## src/srw_defines.svh

```systemverilog
// constants for the serial register writer
`ifndef SRW_DEFINES_SVH
`define SRW_DEFINES_SVH

// --------------------------------------------------------------
// bus framing
// --------------------------------------------------------------
`define SRW_ADDR_HI    5'h16
`define SRW_BYTE_BITS  4'h8

// --------------------------------------------------------------
// subaddress map
// --------------------------------------------------------------
`define SRW_NREGS      25
`define SRW_LAST_SUB   8'h18
`define SRW_PRESET_SUB 8'hff
`define SRW_PTR_VOID   9'h100
`define SRW_FC1_A      8'h03
`define SRW_FC1_B      8'h04
`define SRW_FC1_C      8'h05
`define SRW_FC2_A      8'h06
`define SRW_FC2_B      8'h07
`define SRW_FC2_C      8'h08
`define SRW_PRE_FIRST  5'h03
`define SRW_PRE_LAST   5'h0a
`define SRW_LVL_C1     8'h0c
`define SRW_LVL_C2     8'h0d
`define SRW_LVL_NIC    8'h0f
`define SRW_LVL_I2S    8'h17
`define SRW_LVL_MAX    8'h1f

`endif

```

## src/srw_pkg.sv

```systemverilog
// types shared by the serial register writer
package srw_pkg;
   // byte position of the receiver
   typedef enum logic [2:0] {ST_IDLE, ST_ADDR, ST_SUB, ST_DATA, ST_ACK, ST_SKIP} srw_state_e;

   // one write into the register store
   typedef struct packed {
      logic       we;
      logic [4:0] idx;
      logic [7:0] data;
   } srw_wr_s;
endpackage : srw_pkg

```

## src/srw_regmem.sv

```systemverilog
// register store with one write port and a registered read port
`timescale 1ns/1ns
module srw_regmem #(
   parameter int DEPTH = 25
) (
   // clock and reset
   input  wire logic            clk_sys,
   input  wire logic            rst,
   // write port
   input  wire srw_pkg::srw_wr_s wr,
   // read port
   input  wire logic [4:0]      rd_idx,
   output logic [7:0]           rd_data
);
   import srw_pkg::*;

   logic [7:0] mem_r [DEPTH];

   // --------------------------------------------------------------
   // storage, one entry each
   // --------------------------------------------------------------
   for (genvar g = 0; g < DEPTH; g++) begin : g_ent
      always_ff @(posedge clk_sys) begin
         if (rst) begin
            mem_r[g] <= 8'h00;
         end else if (wr.we && (wr.idx == 5'(g))) begin
            mem_r[g] <= wr.data;
         end
      end
   end

   // registered read, unmapped index reads zero
   always_ff @(posedge clk_sys) begin
      if (rst) begin
         rd_data <= 8'h00;
      end else if (rd_idx < 5'(DEPTH)) begin
         rd_data <= mem_r[rd_idx];
      end else begin
         rd_data <= 8'h00;
      end
   end
endmodule : srw_regmem

```

## src/srw_writer.sv

```systemverilog
// two-wire bus slave that writes the control registers
`timescale 1ns/1ns
`include "srw_defines.svh"
module srw_writer #(
   parameter int NREGS = `SRW_NREGS
) (
   // clock and reset
   input  wire logic       clk_sys,
   input  wire logic       rst,
   // serial bus pins
   input  wire logic       scl_i,
   input  wire logic       sda_i,
   output logic            sda_o,
   output logic            sda_oe,
   // address straps
   input  wire logic       addr_select_low_pin,
   input  wire logic       addr_select_high_pin,
   // register readout to the decoder core
   input  wire logic [4:0] rd_idx,
   output logic [7:0]      rd_data,
   output logic [7:0]      standard_preset_r,
   // events
   output logic            upd_pulse_r,
   output logic            bus_error_r
);
   import srw_pkg::*;

   // --------------------------------------------------------------
   // input synchronisers and bus conditions
   // --------------------------------------------------------------
   logic [3:0] sync1_r;
   logic [3:0] sync2_r;
   logic       scl_d_r;
   logic       sda_d_r;

   // two flops on every pin, history read from the second only
   always_ff @(posedge clk_sys) begin
      if (rst) begin
         sync1_r <= 4'hf;
         sync2_r <= 4'hf;
         scl_d_r <= 1'b1;
         sda_d_r <= 1'b1;
      end else begin
         sync1_r <= {addr_select_high_pin, addr_select_low_pin, sda_i, scl_i};
         sync2_r <= sync1_r;
         scl_d_r <= sync2_r[0];
         sda_d_r <= sync2_r[1];
      end
   end

   logic scl;
   logic sda;
   logic scl_rise;
   logic scl_fall;
   logic cond_start;
   logic cond_stop;
   assign scl        = sync2_r[0];
   assign sda        = sync2_r[1];
   assign scl_rise   = scl & ~scl_d_r;
   assign scl_fall   = ~scl & scl_d_r;
   assign cond_start = scl & scl_d_r & sda_d_r & ~sda;
   assign cond_stop  = scl & scl_d_r & ~sda_d_r & sda;

   // --------------------------------------------------------------
   // byte receiver state
   // --------------------------------------------------------------
   srw_state_e st_r;
   srw_state_e nxt_r;
   logic [3:0] cnt_r;
   logic [7:0] shreg_r;
   logic [7:0] byte_r;
   logic [8:0] ptr_r;
   logic       pend_r;

   // byte classification
   logic [7:0] sub8;
   logic       sub_exists;
   logic       is_level;
   logic       data_ok;
   logic       addr_ok;
   assign sub8       = ptr_r[7:0];
   assign sub_exists = ~ptr_r[8] & ((sub8 <= `SRW_LAST_SUB) |
                       (sub8 == `SRW_PRESET_SUB));
   assign is_level   = (sub8 == `SRW_LVL_C1) | (sub8 == `SRW_LVL_C2) |
                       (sub8 == `SRW_LVL_NIC) | (sub8 == `SRW_LVL_I2S);
   assign data_ok    = sub_exists & (~is_level | (shreg_r <= `SRW_LVL_MAX));
   // write address only; all zeros never matches the fixed upper bits
   assign addr_ok    = (shreg_r == {`SRW_ADDR_HI, sync2_r[3], sync2_r[2], 1'b0});

   logic byte_done;
   logic exec;
   assign byte_done = scl_fall & (cnt_r == `SRW_BYTE_BITS);
   // a byte executes only on the acknowledge clock, so a stop before it drops it
   assign exec      = scl_rise & (st_r == ST_ACK) & pend_r;

   // frame sequencing; bus stays live in every core mode
   always_ff @(posedge clk_sys) begin
      if (rst) begin
         st_r    <= ST_IDLE;
         nxt_r   <= ST_IDLE;
         cnt_r   <= 4'h0;
         shreg_r <= 8'h00;
         byte_r  <= 8'h00;
         pend_r  <= 1'b0;
      end else if (cond_start) begin
         st_r   <= ST_ADDR;
         cnt_r  <= 4'h0;
         pend_r <= 1'b0;
      end else if (cond_stop) begin
         st_r   <= ST_IDLE;
         cnt_r  <= 4'h0;
         pend_r <= 1'b0;
      end else begin
         case (st_r)
            ST_ADDR, ST_SUB, ST_DATA: begin
               if (scl_rise) begin
                  shreg_r <= {shreg_r[6:0], sda};
                  cnt_r   <= cnt_r + 4'h1;
               end else if (byte_done) begin
                  cnt_r  <= 4'h0;
                  byte_r <= shreg_r;
                  st_r   <= ST_ACK;
                  if (st_r == ST_ADDR) begin
                     pend_r <= 1'b0;
                     nxt_r  <= addr_ok ? ST_SUB : ST_SKIP;
                  end else if (st_r == ST_SUB) begin
                     pend_r <= 1'b0;
                     nxt_r  <= ST_DATA;
                  end else begin
                     pend_r <= data_ok;
                     nxt_r  <= data_ok ? ST_DATA : ST_SKIP;
                  end
               end
            end
            ST_ACK: begin
               if (scl_rise) begin
                  pend_r <= 1'b0;
               end else if (scl_fall) begin
                  st_r <= nxt_r;
               end
            end
            ST_IDLE, ST_SKIP: begin
               cnt_r <= 4'h0;
            end
            default: begin
               st_r <= ST_IDLE;
            end
         endcase
      end
   end

   // subaddress pointer
   always_ff @(posedge clk_sys) begin
      if (rst) begin
         ptr_r <= 9'h000;
      end else if (byte_done && st_r == ST_SUB) begin
         ptr_r <= {1'b0, shreg_r};
      end else if (exec) begin
         // preset is the top subaddress, the step after it is void
         ptr_r <= ptr_r + 9'h001;
      end
   end

   // acknowledge drive, held from the byte end to the next falling clock
   always_ff @(posedge clk_sys) begin
      if (rst) begin
         sda_oe <= 1'b0;
         sda_o  <= 1'b0;
      end else if (cond_start || cond_stop) begin
         sda_oe <= 1'b0;
      end else if (byte_done && st_r != ST_IDLE && st_r != ST_SKIP) begin
         sda_oe <= (st_r == ST_ADDR) ? addr_ok :
                   (st_r == ST_SUB)  ? 1'b1 : data_ok;
      end else if (scl_fall && st_r == ST_ACK) begin
         sda_oe <= 1'b0;
      end
   end

   // stop in mid byte or before the acknowledge clock; the clock rise
   // of a clean stop shifts one bit, so one bit alone is no error
   always_ff @(posedge clk_sys) begin
      if (rst) begin
         bus_error_r <= 1'b0;
      end else begin
         bus_error_r <= cond_stop & ((cnt_r > 4'h1) | pend_r);
      end
   end

   // --------------------------------------------------------------
   // staging of multi-byte functions and the write engine
   // --------------------------------------------------------------
   logic [7:0] stg_r [3];
   logic [1:0] stg_vld_r;
   logic       stg_grp_r;
   logic       eng_busy_r;
   logic       eng_pre_r;
   logic [4:0] eng_idx_r;
   logic [4:0] eng_base_r;
   logic [4:0] eng_last_r;
   logic       start_eng;
   logic [4:0] start_base;
   logic [4:0] start_last;
   logic       start_pre;
   logic       grp2;

   assign grp2 = (sub8 >= `SRW_FC2_A);

   // decode what an executed byte does
   always_comb begin
      start_eng  = 1'b0;
      start_pre  = 1'b0;
      start_base = sub8[4:0];
      start_last = sub8[4:0];
      if (exec) begin
         if (sub8 == `SRW_PRESET_SUB) begin
            start_eng  = 1'b1;
            start_pre  = 1'b1;
            start_base = `SRW_PRE_FIRST;
            start_last = `SRW_PRE_LAST;
         end else if (sub8 == `SRW_FC1_C || sub8 == `SRW_FC2_C) begin
            start_eng  = (stg_vld_r == 2'b11) && (stg_grp_r == grp2);
            start_base = sub8[4:0] - 5'h02;
         end else if (sub8 != `SRW_FC1_A && sub8 != `SRW_FC1_B &&
                      sub8 != `SRW_FC2_A && sub8 != `SRW_FC2_B) begin
            start_eng  = 1'b1;
         end
      end
   end

   // staging bytes; start and stop drop an incomplete function
   always_ff @(posedge clk_sys) begin
      if (rst) begin
         stg_vld_r <= 2'b00;
         stg_grp_r <= 1'b0;
         stg_r[0]  <= 8'h00;
         stg_r[1]  <= 8'h00;
         stg_r[2]  <= 8'h00;
      end else if (cond_start || cond_stop) begin
         stg_vld_r <= 2'b00;
      end else if (exec) begin
         if (sub8 == `SRW_FC1_A || sub8 == `SRW_FC2_A) begin
            stg_r[0]  <= byte_r;
            stg_vld_r <= 2'b01;
            stg_grp_r <= grp2;
         end else if (sub8 == `SRW_FC1_B || sub8 == `SRW_FC2_B) begin
            stg_r[1]     <= byte_r;
            stg_vld_r[1] <= stg_vld_r[0] & (stg_grp_r == grp2);
         end else if (sub8 == `SRW_FC1_C || sub8 == `SRW_FC2_C) begin
            stg_r[2]  <= byte_r;
            stg_vld_r <= 2'b00;
         end else if (sub8 != `SRW_PRESET_SUB) begin
            stg_r[0]  <= byte_r;
         end
      end
   end

   // preset register held apart from the store
   always_ff @(posedge clk_sys) begin
      if (rst) begin
         standard_preset_r <= 8'h00;
      end else if (exec && sub8 == `SRW_PRESET_SUB) begin
         standard_preset_r <= byte_r;
      end
   end

   // engine walks base..last, one register per cycle
   always_ff @(posedge clk_sys) begin
      if (rst) begin
         eng_busy_r  <= 1'b0;
         eng_pre_r   <= 1'b0;
         eng_idx_r   <= 5'h00;
         eng_base_r  <= 5'h00;
         eng_last_r  <= 5'h00;
         upd_pulse_r <= 1'b0;
      end else if (start_eng) begin
         eng_busy_r  <= 1'b1;
         eng_pre_r   <= start_pre;
         eng_idx_r   <= start_base;
         eng_base_r  <= start_base;
         eng_last_r  <= start_last;
         upd_pulse_r <= 1'b0;
      end else if (eng_busy_r) begin
         eng_idx_r   <= eng_idx_r + 5'h01;
         eng_busy_r  <= (eng_idx_r != eng_last_r);
         upd_pulse_r <= (eng_idx_r == eng_last_r);
      end else begin
         upd_pulse_r <= 1'b0;
      end
   end

   // write data: preset pattern or staged bytes
   srw_wr_s    wr;
   logic [4:0] stg_off;
   assign stg_off  = eng_idx_r - eng_base_r;
   assign wr.we    = eng_busy_r;
   assign wr.idx   = eng_idx_r;
   assign wr.data  = eng_pre_r ? {standard_preset_r[3:0], eng_idx_r[3:0]}
                               : stg_r[stg_off[1:0]];

   // --------------------------------------------------------------
   // register store
   // --------------------------------------------------------------
   srw_regmem #(
      .DEPTH (NREGS)
   ) u_mem (
      .clk_sys (clk_sys),
      .rst     (rst),
      .wr      (wr),
      .rd_idx  (rd_idx),
      .rd_data (rd_data)
   );
endmodule : srw_writer

```

## config.mk

```make
export PLATFORM = sky130hd
export DESIGN_NAME = srw_writer
export DESIGN_NICKNAME = d
export VERILOG_FILES = /design/src/srw_pkg.sv /design/src/srw_regmem.sv /design/src/srw_writer.sv
export VERILOG_INCLUDE_DIRS = /design/src
export SDC_FILE = /design/constraint.sdc
export NUM_CORES = 1
export LEC_CHECK = 0
export BUFFER_PORTS_ARGS = -buffer_cell sky130_fd_sc_hd__buf_2
export CORE_MARGIN = 2
export CORE_UTILIZATION = 29
export DETAILED_ROUTE_END_ITERATION = 7
export GPL_ROUTABILITY_DRIVEN = 0
export SLEW_MARGIN = 20
export SYNTH_ARGS = -nofsm -noshare
export SYNTH_HDL_FRONTEND = slang
export SYNTH_SLANG_ARGS = --single-unit
```

## constraint.sdc

```tcl
create_clock -name clk_sys -period 2.9 [get_ports clk_sys]
set_input_delay 0.145 -clock clk_sys [delete_from_list [all_inputs] [get_ports clk_sys]]
set_output_delay 0.145 -clock clk_sys [all_outputs]
set_load 0.05 [all_outputs]
```

* Yosys cells after proc, flatten, opt, wreduce, memory -nomap -nowiden
Memory sizes are Yosys's and may differ from the RTL's. A register that Yosys moved wholly into a read port is not among the register bits.
Cells that the tools add are included.
** Word-level totals
- Register bits :: 74
- Latch bits :: 0
- Memory bits (writable) :: 224
- ROM bits :: 0
- Output and inout port bits :: 20
- Memories :: 2
** Operators by class
- $add $sub $neg :: 5
- $mul :: 0
- Div/mod/pow operators :: 0
- $lt $le $gt $ge :: 5
- Eq/ne operators :: 64
- Shift-type cells :: 0
- Multiplexer cells :: 178
- Bitwise gates (word level) :: 62
- Reductions and logical operators :: 64
** Memory list
- u_mem.mem_r :: words 25, bits a word 8, read ports 1, clocked after memory_dff 1, write ports 25, line srw_regmem.sv:17 : logic [7:0] mem_r [DEPTH];
- stg_r :: words 3, bits a word 8, read ports 1, clocked after memory_dff 0, write ports 3, line srw_writer.sv:192 : logic [7:0] stg_r [3];
** Operators by type and width (count)
- 8-bit 2-to-1 mux :: 32
- 1-bit 2-to-1 mux :: 124
- 5-bit == test (second input constant) :: 9
- 5-bit by 4-bit == test with 1-bit output (second input constant) :: 8
- 5-bit 2-to-1 mux :: 7
- 1-bit OR :: 35
- 1-bit logical AND :: 34
- 8-bit by 3-bit == test with 1-bit output (second input constant) :: 4
- 8-bit by 4-bit == test with 1-bit output (second input constant) :: 4
- 3-bit 2-to-1 mux :: 8
- 8-bit by 3-bit inequality test with 1-bit output (second input constant) :: 3
- 5-bit by 3-bit == test with 1-bit output (second input constant) :: 4
- 8-bit by 5-bit <= comparator with 1-bit output (second input constant) :: 2
- 4-bit inequality test (second input constant) :: 4
- 5-bit AND reduction :: 3
- 1-bit bitwise AND :: 14
- 1-bit inverter :: 13
- 2-bit inequality test (second input constant) :: 6
- 2-bit nonzero test :: 6
- 5-bit by 2-bit == test with 1-bit output (second input constant) :: 2
- 9-bit by 1-bit adder with 9-bit output (second input constant) :: 1
- 3-bit inequality test (second input constant) :: 3
- 3-bit case mux with 3 select lines :: 1
- 3-bit OR reduction :: 3
- 34 further kinds :: 48

* Depth between registers and ports, before layout
Gate-level depths: netlist (run 1).
- Depth after elaboration :: 12
- Depth in mapped cells :: 10
- Gate-level depth less buffers :: 7

* By module
A second synthesis (run 1) with hierarchy kept.
** Unflattened totals
- Cell total of the unflattened synthesis :: 1233
- Area, all modules :: 14445.1 um^2
** By module, submodules not included
- srw_regmem :: instances 1, cells an instance 714, area an instance 9801.9 um^2
- srw_writer :: instances 1, cells an instance 519, area an instance 4643.2 um^2

* Least setup slack after synthesis (run 1)
OpenSTA, ideal clock, no wires.
- Kind :: register to register
- From :: register eng_idx_r[0]
- To :: memory u_mem.mem_r[15][0] (data pin)
- Library setup time :: 0.261 ns
- Data arrival time :: 2.183 ns
- Required time :: 2.639 ns
- Slack :: 0.456 ns
- Stages on the path, launching flop included :: 10
- Clock period less this slack :: 2.444 ns
- Path through :: dfxtp_1 > clkbuf_1 > inv_1 > ha_1 > buf_1 > mux2i_1 > a211oi_1 > a21oi_1 > buf_2 > nor2_1
** RTL lines
- start: declaration :: line srw_writer.sv:197 : logic [4:0] eng_idx_r;
- start signal: assignment :: line srw_writer.sv:278 : eng_idx_r <= start_base;
- start signal: assignment :: line srw_writer.sv:283 : eng_idx_r <= eng_idx_r + 5'h01;
- end: declaration :: line srw_regmem.sv:17

==> metrics.cfg, run 1 <==
[clocking]
cts_hold_buf = 5
clk_latency_ns = 0.59
post_cts_resized = 0
clkTransAtPathRegs_ns = 0.06
max-clock-path-buffers = 3
cts_setup_buffers = 0
clockRootBuffer = clkbuf_16
cts.htree.levels = 1
cts_tree = yes
cts_buffers = 31
numClockSinks = 306

[timing]
layout_min_cycle_time_ns = 2.50
tns_ns = 0
worst_pin_slew_ns = 0.989
slew_viol_final = 0
clock_skew_ns = 0.0319
rsz0062_at_grt = false
finalHoldViolations = 0
period_share = 0.863
max_freq_mhz = 399
finalSetupViolations = 0
slew_headroom = 0.335

[critical_path]
crit_required_ns = 3.12
r2r_start = st_r[1]
reg2regPathDepth = 5
r2r-end = stg_r[0][6]
crit_arrival_ns = 2.72
cp_max_fo = 14
cp-start-kind = flip-flop
endpoint_kind = flip-flop
path_class = reg2reg
startpoint = st_r[1]
r2r_setup_slack_ns = 0.40

[power]
power.density_nw_per_um2 = 594
ir_worst_vdd_mv = 0.394
leakage_uw = 0.00580
power_uw = 9440

[synthesis]
synth_edf_count = 224
ys_ff_latch = 306
synthesis.instances = 1161
synth_nets = 1187
ys_warn_count = 0
syn-cell-area_um2 = 13800
synth.avg_cell_area_um2 = 11.9
ys_seq_area_frac = 0.606
synthArstFlopShare = 0
yosysUniqueCellTypes = 74
synth_ff_type = edfxtp_1

[routing]
wl_per_cell_um = 17.8
drc = 0
dr.pass1.iters = 5
viasPerCell = 4.94
num_vias = 9075
ant_nets = 0
drt_iter0_markers = 848
drt_wl_total_mm = 32.7

[die]
die_x_um = 222
initial_core_util = 0.295
die_area_um2 = 49400
die_y_um = 222
rows = 79
num_io_pins = 31
coreArea_um2 = 46800

[global_route]
grtUsageTotal = 0.132
grt_pass1_wl_mm = 51.8
grt_pass1_vias = 8922
antenna_found_initial = 0
grt-ovfl-total = 0
grt_max_degree = 60

[min_path]
hp-start = rd_idx[4]
whs_path_depth = 4
worstHoldPathType = in2reg
worst_hold_path.endpoint = u_mem.rd_data[3]

[job]
max_cap_viol_count = 0

[finish]
antenna_cells = 0
fillCellCount = 4646
drive_gt1_frac = 0.169
nets = 1233
syn2layout_area_growth_pct = 15.1

[outcome]
status = finished, final reports clean

[placement]
port_buffers = 29
dp_hpwl_mm = 22.0

## cell usage after synthesis (5+ instances only)
| cell | instances | share of area |
|---|---|---|
| a211oi_1 | 23 | 0.013 |
| buf_2 | 30 | 0.011 |
| mux4_2 | 45 | 0.073 |
| mux2i_1 | 49 | 0.036 |
| xor2_1 | 8 | 0.0051 |
| dfxtp_1 | 82 | 0.12 |
| mux2_2 | 5 | 0.0041 |
| nor2_1 | 276 | 0.075 |
| nand3_1 | 14 | 0.0051 |
| ha_1 | 15 | 0.014 |
| a21oi_1 | 40 | 0.015 |
| clkbuf_1 | 29 | 0.0079 |
| nand2b_1 | 5 | 0.0023 |
| inv_1 | 15 | 0.0041 |
| and2_1 | 17 | 0.0077 |
| xnor2_1 | 14 | 0.0089 |
| edfxtp_1 | 224 | 0.49 |
| o22ai_1 | 6 | 0.0027 |
| or2_2 | 15 | 0.0068 |
| nor3_1 | 22 | 0.0080 |
| and3_1 | 11 | 0.0050 |
| nand2_1 | 87 | 0.024 |
| nand4_1 | 9 | 0.0041 |
| buf_1 | 5 | 0.0014 |
| o21ai_0 | 34 | 0.012 |
| a22oi_1 | 8 | 0.0044 |
## cell usage in the layout (no fill, tap or decap), drive strengths merged, types with 11 or more instances in the layout
cell	instances
ha	15
mux2i	49
xnor2	14
clkbuf	41
mux4	45
buf	76
nand3	14
nand2	87
nor2	277
dfxtp	82
or2	17
nor3	23
and2	17
edfxtp	224
and3	11
o21ai	35
a211oi	23
inv	16
a21oi	43
## critical path: stages (launching register included)
cell and delay [ns]:
dfxtp_1 0.44, nand4bb_1 0.31, or2_0 0.45, nor3_2 0.49
nand2_1 0.10, nand3_1 0.35
## how the worst max path moves through the flow
stage | endpoint | slack [ns] | cells past startpoint
2_1_floorplan | u_mem.mem_r[15][0] | 0.46 | 9
3_3_place_gp | stg_r[0][5] | 0.49 | 5
3_5_place_dp | stg_r[0][3] | 0.44 | 5
4_1_cts | stg_r[0][6] | 0.42 | 5
5_1_grt | u_mem.mem_r[5][0] | 0.24 | 8
6_report | stg_r[0][6] | 0.40 | 5
## through the flow
| step | hold slack [ns] | utilization | worst slack, ns | cell area, um2 | std cells |
|---|---|---|---|---|---|
| finish | 0.117 | 0.340 | 0.397 | 15900 | 1836 |
| global placement | 0.329 | 0.317 | 0.488 | 14800 | 1776 |
| CTS | 0.0800 | 0.340 | 0.421 | 15900 | 1836 |
| floorplan | 0.249 | - | 0.456 | 13800 | 1161 |
| global route | 0.114 | 0.340 | 0.240 | 15900 | 1836 |
| detailed placement | 0.331 | 0.317 | 0.439 | 14800 | 1776 |
## report_power, final
part | switching, uW | internal [uW] | total (uW) | leakage [uW]
registers | 37.6 | 4810 | 4840 | 0.00296
logic | 342 | 192 | 533 | 0.00233
clock network | 1670 | 2400 | 4060 | 0.000513
total | 2050 | 7390 | 9440 | 0.00580
## state kept, by name, indices dropped and copies added (netlist names), 2 cells and up
register / count
byte_r: 8
cnt_r: 4
eng_base_r: 2
eng_idx_r: 5
eng_last_r: 5
nxt_r: 3
ptr_r: 9
shreg_r: 8
st_r: 3
standard_preset_r: 8
stg_r: 24
stg_vld_r: 2
sync1_r: 4
sync2_r: 4
u_mem.mem_r: 200
u_mem.rd_data: 8
## cells by family (layout without fill, tap and decap cells)
kind of cell,Yosys count,count (layout),synth area share
mux,99,99,0.113
fa+ha+maj,15,15,0.0136
compound gates,144,144,0.0672
buf+inv,84,152,0.0272
flops,306,306,0.606
xor+xnor,23,23,0.0156
simple gates,489,489,0.157
other cells,1,1,0.000272
## cell type report
cell class                      instances  area (um2)  share of cell area
Tap cell                              607         759              0.0478
Multi-Input combinational cell        771        5090               0.320
Sequential cell                       306        8370               0.527
Timing Repair Buffer                   81         573              0.0361
Clock inverter                         14         158             0.00992
Inverter                               16        60.1             0.00378
Clock buffer                           41         881              0.0554
## layer usage
layer  vias to the layer above  wire (um)  global-route usage
met1                      4513      14700               0.182
met3                        38       1800              0.0217
li1                       4290          -                   -
met4                         0        654              0.0318
met5                         -          0                   0
met2                       234      15600               0.218
No activity file was read; power rests on OpenSTA's default activity.
==> run 2, diff against run 1 <==
--- a/config.mk
+++ b/config.mk
@@ -6,6 +6,7 @@
 export SDC_FILE = /design/constraint.sdc
 export NUM_CORES = 1
 export LEC_CHECK = 0
+export ABC_AREA = 1
 export BUFFER_PORTS_ARGS = -buffer_cell sky130_fd_sc_hd__buf_2
 export CORE_MARGIN = 2
 export CORE_UTILIZATION = 29
==> run 2 against run 1 <==
  * Core utilization down 0.17 points
  * Die area up 1.9%
  * Synthesized cell count up 28%
  * Final area up 1.8%
  * Worst setup slack better by 0.0041 ns
  * Largest power group unchanged
  * Sequential share of layout area down 0.95 points
  * Critical path type unchanged
  * Power up 9.3%
  * Clock power up 12%
  * First-iteration DRC count up 5.3%
  * Register-to-register slack about the same
==> metrics.cfg, run 2 <==
[outcome]
status = finished, final reports clean  ; unchanged

[routing]
viasPerCell = 4.93  ; was 4.94
wl_per_cell_um = 16.7  ; was 17.8 um
drt_wl_total_mm = 36.3  ; was 32.7 mm
dr.pass1.iters = 5  ; unchanged
num_vias = 10700  ; was 9075
drt_iter0_markers = 893  ; was 848
drc = 0  ; unchanged
ant_nets = 0  ; unchanged

[global_route]
antenna_found_initial = 0  ; unchanged
grtUsageTotal = 0.144  ; was 0.132
grt_pass1_vias = 10300  ; was 8922
grt_pass1_wl_mm = 57.3  ; was 51.8 mm
grt_max_degree = 85  ; was 60
grt-ovfl-total = 0  ; unchanged

[critical_path]
crit_arrival_ns = 2.75  ; was 2.72 ns
r2r-end = u_mem.mem_r[18][7]  ; was stg_r[0][6]
r2r_setup_slack_ns = 0.40  ; about the same
crit_required_ns = 3.15  ; was 3.12 ns
startpoint = eng_idx_r[0]  ; was st_r[1]
reg2regPathDepth = 8  ; was 5
endpoint_kind = flip-flop  ; unchanged
cp-start-kind = flip-flop  ; unchanged
path_class = reg2reg  ; unchanged
r2r_start = eng_idx_r[0]  ; was st_r[1]
cp_max_fo = 25  ; was 14

[synthesis]
syn-cell-area_um2 = 14100  ; was 13800 um2
synthTopCellsByCount = nor2_1 (374), edfxtp_1 (224), nand2_1 (169)  ; was nor2_1 (276), edfxtp_1 (224), nand2_1 (87)
synth_edf_count = 224  ; unchanged
synthesis.instances = 1484  ; was 1161
synth.avg_cell_area_um2 = 9.49  ; was 11.9 um2
synthArstFlopShare = 0  ; unchanged
synth_top_area_frac = 0.478  ; was 0.487
synth_compound_area_frac = 0.120  ; was 0.0672
ys_ff_latch = 306  ; unchanged
synthTopCellsByArea = edfxtp_1 (48%), dfxtp_1 (12%), nor2_1 (10%), o21ai_0 (5.1%), nand2_1 (4.5%)  ; was edfxtp_1 (49%), dfxtp_1 (12%), nor2_1 (7.5%), mux4_2 (7.3%), mux2i_1 (3.6%)
ys_warn_count = 0  ; unchanged
synthMuxAreaShare = 0.00640  ; was 0.113
synth_fa_ha_area_frac = 0.0133  ; was 0.0136
synth_top_family_by_area = simple AND/OR/NAND/NOR gates  ; unchanged
synth.most_common_cell = nor2_1  ; unchanged
yosys.area.top_type = edfxtp_1  ; unchanged
yosysUniqueCellTypes = 49  ; was 74
synth_xor_area_frac = 0.00622  ; was 0.0156
ys_seq_area_frac = 0.594  ; was 0.606
synth_ff_type = edfxtp_1  ; unchanged
synth_nets = 1510  ; was 1187
synth-simple-area-share = 0.199  ; was 0.157

[clocking]
clkTransAtPathRegs_ns = 0.06  ; about the same
post_cts_resized = 0  ; unchanged
cts_tree = yes  ; unchanged
numClockSinks = 306  ; unchanged
cts_buffers = 34  ; was 31
clockRootBuffer = clkbuf_16  ; unchanged
cts_setup_buffers = 0  ; unchanged
cts.htree.levels = 2  ; was 1
clk_latency_ns = 0.54  ; was 0.59 ns
cts_hold_buf = 4  ; was 5
max-clock-path-buffers = 3  ; unchanged

[timing]
period_share = 0.862  ; was 0.863
clock_skew_ns = 0.0305  ; was 0.0319 ns
rsz0062_at_grt = false  ; unchanged
finalSetupViolations = 0  ; unchanged
max_freq_mhz = 400  ; was 399 MHz
holdWs_ns = 0.0261  ; was 0.117 ns
layout_min_cycle_time_ns = 2.50  ; about the same
tns_ns = 0  ; unchanged
worst_pin_slew_ns = 0.791  ; was 0.989 ns
finalHoldViolations = 0  ; unchanged
slew_headroom = 0.469  ; was 0.335
slew_viol_final = 0  ; unchanged

[power]
power_frac_comb = 0.086  ; was 0.056
intPower_uw = 7840  ; was 7390 uW
ir_worst_vdd_mv = 0.653  ; was 0.394 mV
switching_share = 0.241  ; was 0.217
leakage_uw = 0.00608  ; was 0.00580 uW
power_uw = 10300  ; was 9440 uW
clkPwrFrac = 0.439  ; was 0.430
p_sw_uw = 2480  ; was 2050 uW
seqPwrFrac = 0.475  ; was 0.513
power.density_nw_per_um2 = 638  ; was 594 nW/um2

[finish]
antenna_cells = 0  ; unchanged
multi_input_area_um2 = 4890  ; was 5090 um2
largest_reg_flops = 200  ; unchanged
final_common_cell = nor2_1  ; unchanged
layout_common_cells = nor2_1 (374), edfxtp_1 (224), nand2_1 (169)  ; was nor2_1 (276), edfxtp_1 (224), nand2_1 (87)
regArea_um2 = 8370  ; unchanged
fillCellCount = 4905  ; was 4646
drive_gt1_frac = 0.125  ; was 0.169
top_register = u_mem.mem_r  ; unchanged
nets = 1555  ; was 1233
syn2layout_area_growth_pct = 14.9  ; was 15.1%
reg.largest.list = u_mem.mem_r (200), stg_r (24), ptr_r (9)  ; unchanged

[die]
rows = 80  ; was 79
die_x_um = 224  ; was 222 um
coreArea_um2 = 47800  ; was 46800 um2
die_y_um = 224  ; was 222 um
die_area_um2 = 50300  ; was 49400 um2
initial_core_util = 0.294  ; was 0.295
num_io_pins = 31  ; unchanged

[placement]
dp_hpwl_mm = 23.8  ; was 22.0 mm
port_buffers = 29  ; unchanged

[min_path]
worst_hold_path.endpoint = scl_d_r  ; was u_mem.rd_data[3]
worstHoldPathType = in2reg  ; unchanged
hp-start = rst  ; was rd_idx[4]
whs_path_depth = 3  ; was 4

[job]
max_cap_viol_count = 0  ; unchanged

[run 2: cell types whose count changed after synthesis, sizes merged, moves of 36 or more]
cell | before | now
inv | 15 | 88
nand2 | 87 | 178
nor2 | 277 | 379
o21ai | 35 | 155
a21oi | 43 | 79
mux2i | 49 | 0
mux4 | 45 | 0
nand3 | 14 | 73
[run 2: cell type report]
class / count / area share
clock buffers: 43 / 0.0578
clock inverters: 19 / 0.0151
inverters: 94 / 0.0219
multi-input cells: 1005 / 0.302
flip-flops and latches: 306 / 0.517
well taps: 615 / 0.0476
repair buffers: 88 / 0.0385
[run 2: logic make-up after synthesis]
kind of cell               after synthesis
DFF                                    306
buffers and inverters                  173
AOI/OAI and AO/OA                      297
xor gates and xnor gates                10
other                                    1
and+or+nand+nor                        674
adders and majority gates               15
muxes                                    8
[run 2: layer usage]
layer | track usage | routed length, um
met1 | 0.192 | 15900
met2 | 0.241 | 17400
met3 | 0.0251 | 2170
met4 | 0.0363 | 761
met5 | 0 | 0
[run 2: power groups by stage]
| stage | logic (uW) | registers (uW) | clock network [uW] |
|---|---|---|---|
| floorplan | 598 | 5010 | 0 |
| global placement | 862 | 4990 | 0 |
| detailed placement | 873 | 4990 | 0 |
| CTS | 885 | 4900 | 4620 |
| global route | 984 | 4910 | 4790 |
| finish | 890 | 4900 | 4530 |
[run 2: stage by stage]
step           utilization  instance area [um2]  worst slack (ns)  instances
2_1_floorplan            -                14100             0.714       1484
3_3_place_gp         0.312                14900             0.489       2104
3_5_place_dp         0.312                14900             0.359       2104
4_1_cts              0.338                16200             0.370       2170
5_1_grt              0.338                16200             0.247       2170
6_report             0.338                16200             0.401       2170
[run 2: worst max path at each step]
| stage | end | slack (ns) | cells past startpoint |
|---|---|---|---|
| 2_1_floorplan | u_mem.mem_r[11][0] | 0.71 | 9 |
| 3_3_place_gp | u_mem.mem_r[16][0] | 0.49 | 7 |
| 3_5_place_dp | u_mem.mem_r[14][0] | 0.36 | 7 |
| 4_1_cts | u_mem.mem_r[14][0] | 0.37 | 7 |
| 5_1_grt | u_mem.mem_r[18][7] | 0.25 | 8 |
| 6_report | u_mem.mem_r[18][7] | 0.40 | 8 |
[run 2: critical path, stage by stage, from the launching register on]
cell and delay, ns:
dfxtp_1 0.48, inv_1 0.17, ha_1 0.52, mux2_2 0.38, nand2_1 0.07, nand3_1 0.07, o21ai_2 0.06, buf_4 0.37
nor2_1 0.09
